File: config.mk
export PLATFORM = sky130hd
export DESIGN_NAME = ppd_bank
export DESIGN_NICKNAME = d
export VERILOG_FILES = /design/src/ppd_pkg.sv /design/src/ppd_pad_if.sv /design/src/ppd_bank.sv /design/src/ppd_resolve.sv
export SDC_FILE = /design/constraint.sdc
export NUM_CORES = 1
export LEC_CHECK = 0
export ABC_AREA = 0
export BUFFER_PORTS_ARGS = -buffer_cell sky130_fd_sc_hd__clkbuf_2
export CAP_MARGIN = 20
export CORE_MARGIN = 2
export CORE_UTILIZATION = 40
export DETAILED_ROUTE_END_ITERATION = 10
export GPL_TIMING_DRIVEN = 1
export PLACE_DENSITY = 0.76
export RECOVER_POWER = 25
export REMOVE_ABC_BUFFERS = 1
export SYNTH_ARGS = -nofsm -noshare
export SYNTH_HDL_FRONTEND = slang
export SYNTH_SLANG_ARGS = --single-unit
File: constraint.sdc
create_clock -name clk -period 2.2 [get_ports clk]
set_clock_uncertainty 0.15 [all_clocks]
set_input_delay 0.44 -clock clk [delete_from_list [all_inputs] [get_ports clk]]
set_output_delay 0.44 -clock clk [all_outputs]
set_load 0.03 [all_outputs]
File: src/ppd_pkg.sv
// Purpose: Shared constants for the pad pulldown control bank
// Assumes: Two 32-bit control registers on a plain strobe port
// Notes: Index 0 of every packed pair is register two, index 1 register three
package ppd_pkg;
    localparam int DATA_W = 32;
    localparam int ADDR_W = 4;
    localparam int NUM_REGS = 2;

    // Byte offsets of the two control registers
    localparam logic [ADDR_W-1:0] OFF_TWO = 4'h0;
    localparam logic [ADDR_W-1:0] OFF_THREE = 4'h4;
    localparam logic [NUM_REGS-1:0][ADDR_W-1:0] REG_OFF = {OFF_THREE, OFF_TWO};

    localparam logic [DATA_W-1:0] CTRL_RESET = 32'h0000_0000;
    localparam logic [DATA_W-1:0] RDATA_IDLE = 32'h0000_0000;

    // Bits that reach a pad; reserved positions never drive a pulldown
    localparam logic [DATA_W-1:0] IMPL_TWO = 32'hffd7_d3a6;
    localparam logic [DATA_W-1:0] IMPL_THREE = 32'h0000_3f03;
    localparam logic [NUM_REGS-1:0][DATA_W-1:0] IMPL_MASK = {IMPL_THREE, IMPL_TWO};

    // Pads whose pulldown is forced on in reset and compatibility mode
    localparam logic [DATA_W-1:0] FORCE_TWO = 32'h03c0_01a0;
    localparam logic [DATA_W-1:0] FORCE_THREE = 32'h0000_0000;
    localparam logic [NUM_REGS-1:0][DATA_W-1:0] FORCE_MASK = {FORCE_THREE, FORCE_TWO};

    // Field positions, register two
    localparam int BIT_PROC_IO3 = 25;
    localparam int BIT_GENERAL_IO8 = 24;
    localparam int BIT_GENERAL_IO9 = 23;
    localparam int BIT_SER2_FRAME_SYNC = 20;
    localparam int BIT_CARD_DATA0 = 16;
    localparam int BIT_CARD_COMMAND = 15;
    localparam int BIT_SERIAL1_RECEIVE = 2;

    // Field positions, register three
    localparam int BIT_TEST_RESET = 13;
    localparam int BIT_TEST_DATA_IN = 10;
    localparam int BIT_CONFIG_PIN = 9;
    localparam int BIT_CARD_DATA3 = 8;
    localparam int BIT_SERIAL2_CLEAR_TO_SEND = 1;
endpackage

File: src/ppd_pad_if.sv
// Purpose: Carrier between the register bank and the pad resolver
// Assumes: One instance per control register
// Notes: Purely combinational signals
`timescale 1ns/1ns
`default_nettype none
interface ppd_pad_if #(parameter int W = 32);
    logic [W-1:0] field;
    logic [W-1:0] impl_mask;
    logic [W-1:0] force_mask;
    logic [W-1:0] avail;
    logic override;
    logic [W-1:0] pd_next;
    modport bank (output field, output impl_mask, output force_mask, output avail,
                  output override, input pd_next);
    modport res (input field, input impl_mask, input force_mask, input avail,
                 input override, output pd_next);
endinterface
`default_nettype wire

File: src/ppd_bank.sv
// Purpose: Pad pulldown control bank with two software registers
// Assumes: Synchronous reset, single 50 MHz clock, strobe register port
// Notes: Pad outputs lag the field or mode by one clock edge
//
// Chosen here: the address-and-strobe port and the register offsets.
`timescale 1ns/1ns
`default_nettype none
// Behaviour
// - Field zero enables pad pulldown, one disables; all fields reset to zero
// - Other pads have pulldown forced off in reset or compatibility mode
// - Register bits act on pads only in native mode
// - Register two bits 25,24,23,22,8,7,5 force pulldown on in reset or compatibility
// - Register three bits 13..10 test pads, 9 config pin, 1 serial2 clear-to-send
// - Card data0, command, data1, data3 fields use the same zero-enables encoding
// - A pad with no pulldown available under muxing gets no pulldown
// - Register two bit 25 processor io3, bits 24 and 23 general io 8, 9
module ppd_bank #(
    parameter int DW = ppd_pkg::DATA_W,
    parameter int AW = ppd_pkg::ADDR_W
) (
    input wire logic clk,
    input wire logic sys_rst,
    input wire logic [AW-1:0] reg_addr,
    input wire logic [DW-1:0] reg_wdata,
    input wire logic reg_wr,
    input wire logic reg_rd,
    output logic [DW-1:0] reg_rdata,
    input wire logic native_mode,
    input wire logic [DW-1:0] pad_avail_two,
    input wire logic [DW-1:0] pad_avail_three,
    output logic [DW-1:0] pd_on_two,
    output logic [DW-1:0] pd_on_three
);
    logic [ppd_pkg::NUM_REGS-1:0][DW-1:0] ctrl_reg;
    logic [ppd_pkg::NUM_REGS-1:0][DW-1:0] pd_reg;
    logic [ppd_pkg::NUM_REGS-1:0][DW-1:0] avail_all;
    logic [DW-1:0] rdata_reg;
    logic [DW-1:0] rdata_next;

    function automatic logic addr_hit(input logic [AW-1:0] a, input logic [AW-1:0] off);
        return a == off;
    endfunction

    assign avail_all = {pad_avail_three, pad_avail_two};

    genvar g;
    generate
        for (g = 0; g < ppd_pkg::NUM_REGS; g++) begin : g_reg
            ppd_pad_if #(.W(DW)) pads ();

            // Whole word stored, reserved bits too, so readback matches the write
            always_ff @(posedge clk) begin
                if (sys_rst) begin
                    ctrl_reg[g] <= ppd_pkg::CTRL_RESET;
                end else if (reg_wr && addr_hit(reg_addr, ppd_pkg::REG_OFF[g])) begin
                    ctrl_reg[g] <= reg_wdata;
                end
            end

            assign pads.field = ctrl_reg[g];
            assign pads.impl_mask = ppd_pkg::IMPL_MASK[g];
            assign pads.force_mask = ppd_pkg::FORCE_MASK[g];
            assign pads.avail = avail_all[g];
            // Reset counts as override so pads sit in the safe pattern meanwhile
            assign pads.override = sys_rst || !native_mode;

            ppd_resolve u_resolve (
                .pads(pads)
            );

            // Registered so no glitch from the mode input reaches a pad
            always_ff @(posedge clk) begin
                pd_reg[g] <= pads.pd_next;
            end
        end
    endgenerate

    assign pd_on_two = pd_reg[0];
    assign pd_on_three = pd_reg[1];

    always_comb begin
        rdata_next = ppd_pkg::RDATA_IDLE;
        for (int i = 0; i < ppd_pkg::NUM_REGS; i++) begin
            if (addr_hit(reg_addr, ppd_pkg::REG_OFF[i])) begin
                rdata_next = ctrl_reg[i];
            end
        end
    end

    // Read data stand one cycle only; unmapped reads return zero
    always_ff @(posedge clk) begin
        if (sys_rst) begin
            rdata_reg <= ppd_pkg::RDATA_IDLE;
        end else if (reg_rd) begin
            rdata_reg <= rdata_next;
        end else begin
            rdata_reg <= ppd_pkg::RDATA_IDLE;
        end
    end

    assign reg_rdata = rdata_reg;
endmodule // ppd_bank
`default_nettype wire

File: src/ppd_resolve.sv
// Purpose: Works out the effective pulldown of every pad of one register
// Assumes: A field of zero asks for the pulldown, one removes it
// Notes: Output is one where the pulldown is applied
`timescale 1ns/1ns
`default_nettype none
module ppd_resolve (
    ppd_pad_if.res pads
);
    // Override picks the forced pattern, else the inverted fields
    always_comb begin
        pads.pd_next = (pads.override ? pads.force_mask : ~pads.field)
                       & pads.impl_mask & pads.avail;
    end
endmodule // ppd_resolve
`default_nettype wire
==> impl_metrics.ini <==
[outcome]
outcome = completed

[worst_hold_path]
hp-class = in2reg
min-delay-start = pad_avail_two[23]
holdPathEnd = pd_on_two[23]
hold_depth = 2

[place]
gp_congestion = 0.748
portBuffers = 134
hpwl_um = 6970

[global_routing]
grt_pass1_vias = 3509
grt_overflow = 0
grt_antenna_before_repair = 0
grt_util_all_layers_pct = 17.2
grt_max_degree = 45
grt_pass1_wl_um = 17000

[worst_setup_path]
required_ns = 2.38
worstSetupStartpointType = input pin
timing.rr.end = reg_rdata[8]
timing.critical_path.from = reg_addr[2]
r2r_cells = 2
path_max_fanout = 15
reg2reg_setup_slack_ns = 1.37
crit_path_end_kind = flip-flop
arrival_ns = 1.95
critPathKind = in2reg
r2r_start = g_reg[1].pads.field[8]

[die]
rows = 40
die_x_um = 114
core_area_um2 = 12000
die-area_um2 = 13100
initial_core_util_pct = 40.8
die_h_um = 114
io_pins = 201

[final_layout]
layout_commonest_cell = clkbuf_2
diodes = 0
drive_gt1_share_pct = 28.7
layout_common_cells = clkbuf_2 (134), dfxtp_1 (127), nand2b_1 (97), mux2i_1 (64), nor2_1 (34)
syn_to_final_growth_pct = 26.1
finish.utilization_pct = 51.4
nets = 695

[power]
p_switching_mw = 1.22
internal-power_mw = 4.22
power_mw = 5.44
clkPwrFrac_pct = 49.4
power.leakage_nw = 2.73
vdd_drop_max_uv = 443
switching_share_pct = 22.4
power.density_nw_per_um2 = 885
pwr-share-seq_pct = 43.4
p_comb_share_pct = 7.2

[routing]
wire_per_inst_um = 14.3
drc_errors = 0
ant_nets = 0
wirelength_um = 10700
dr.first_iter.drc_count = 192
vias_per_cell = 4.77
dr.pass1.iters = 4
vias = 3573

[clock_tree]
clock-sinks = 127
cts_resized = 0
postCtsHoldBufs = 0
clk_pin_slew_ns = 0.05
numCtsBuffers = 17
cts_setup_buffers = 0
clk-insertion-delay-late_ns = 0.41
cts_tree = built
cts-root-buf = clkbuf_16
htree_levels = 4
clockBufferDepth = 2

[sta]
finalSetupViolations = 0
period_needed_ns = 1.77
fmax_mhz = 565
tightest_slew_ns = 1.18
grt_setup_unrepaired = no
drv_slew = 0
final.period_utilization_pct = 80.4
hold_viol = 0
slew_headroom_pct = 21.5

[yosys]
syn-mean-instance-area_um2 = 10.6
netlist_area_um2 = 4870
synth_seq_area_share_pct = 52.2
synthDistinctLibCells = 19
synth_seq_cells = 127
synth_cells = 458
yosysWarnings = 0

[flow_run]
maxCapViolCount = 0
state kept, by name (all words and copies together), names as in the netlist:
name,count
reg_rdata,32
g.pads.field,64
pd_on_three,8
pd_on_two,23
cell type report:
type,instances,area (um2)
timing repair buffer,144,788
sequential,127,2540
multi-input combinational,300,2070
fill,1081,5810
clock buffer,24,482
clock inverter,7,85.1
tap,147,184
power groups by stage:
stage,registers [mW],clock network [mW],logic (mW)
after CTS,2.36,2.74,0.398
after global routing,2.36,2.85,0.424
after detailed placement,2.41,0,0.397
after global placement,2.41,0,0.389
final,2.36,2.69,0.394
after floorplan,2.46,0,0.186
Yosys cell counts, drive strengths merged:
cell type | instances | area (um2)
nor4 | 1 | 12.5
buf | 52 | 365
and3 | 2 | 12.5
a21boi | 7 | 52.6
nor2b | 2 | 12.5
conb | 1 | 3.75
nand3 | 2 | 15.0
a22oi | 32 | 240
nor3b | 24 | 180
nand2b | 98 | 613
mux2i | 64 | 641
nor2 | 34 | 128
dfxtp | 127 | 2540
nor4b | 1 | 15.0
clkbuf | 11 | 41.3
how the worst max path moves through the flow:
stage	end	slack (ns)	depth (start not counted)
final	g_reg[1].pads.field[24]	0.43	5
after global routing	g_reg[1].pads.field[31]	0.33	5
after CTS	pd_on_two[27]	0.64	1
after detailed placement	g_reg[0].pads.field[22]	0.42	5
after global placement	pd_on_two[5]	0.49	3
after floorplan	reg_rdata[0]	-0.29	3
stage by stage:
stage	setup slack, ns	area [um2]	hold WS (ns)	TNS [ns]	cells
after floorplan	-0.287	4590	0.271	-9.19	427
after global placement	0.490	5590	0.286	0	718
after detailed placement	0.424	5590	0.286	0	718
after CTS	0.636	6150	0.0840	0	749
after global routing	0.327	6150	0.0943	0	749
final	0.432	6150	0.103	0	749
routing by layer:
metal | wire length, um | track usage, % | vias to the layer above | part of all wire [%]
met5 | 0 | 0 | - | 0
met4 | 221 | 8.29 | 0 | 2.1
met3 | 787 | 6.14 | 18 | 7.4
met2 | 5210 | 28.6 | 134 | 49
met1 | 4470 | 19.5 | 1690 | 42
li1 | - | - | 1731 | -
worst max-delay path, cell delays in order:
cell      delay, ns
clkbuf_2       0.12
nor2b_1        0.16
nand3_2        0.07
clkbuf_1       0.86
mux2i_1        0.29
kinds of logic after synthesis:
| family | synth area share [%] |
|---|---|
| AND/OR/NAND/NOR | 20.3 |
| flip-flops | 52.2 |
| multiplexers | 13.1 |
| buffers and inverters | 8.34 |
| AO/OA/AOI/OAI | 6.01 |
| other | 0.0769 |
(Power assumes the default switching activity.)
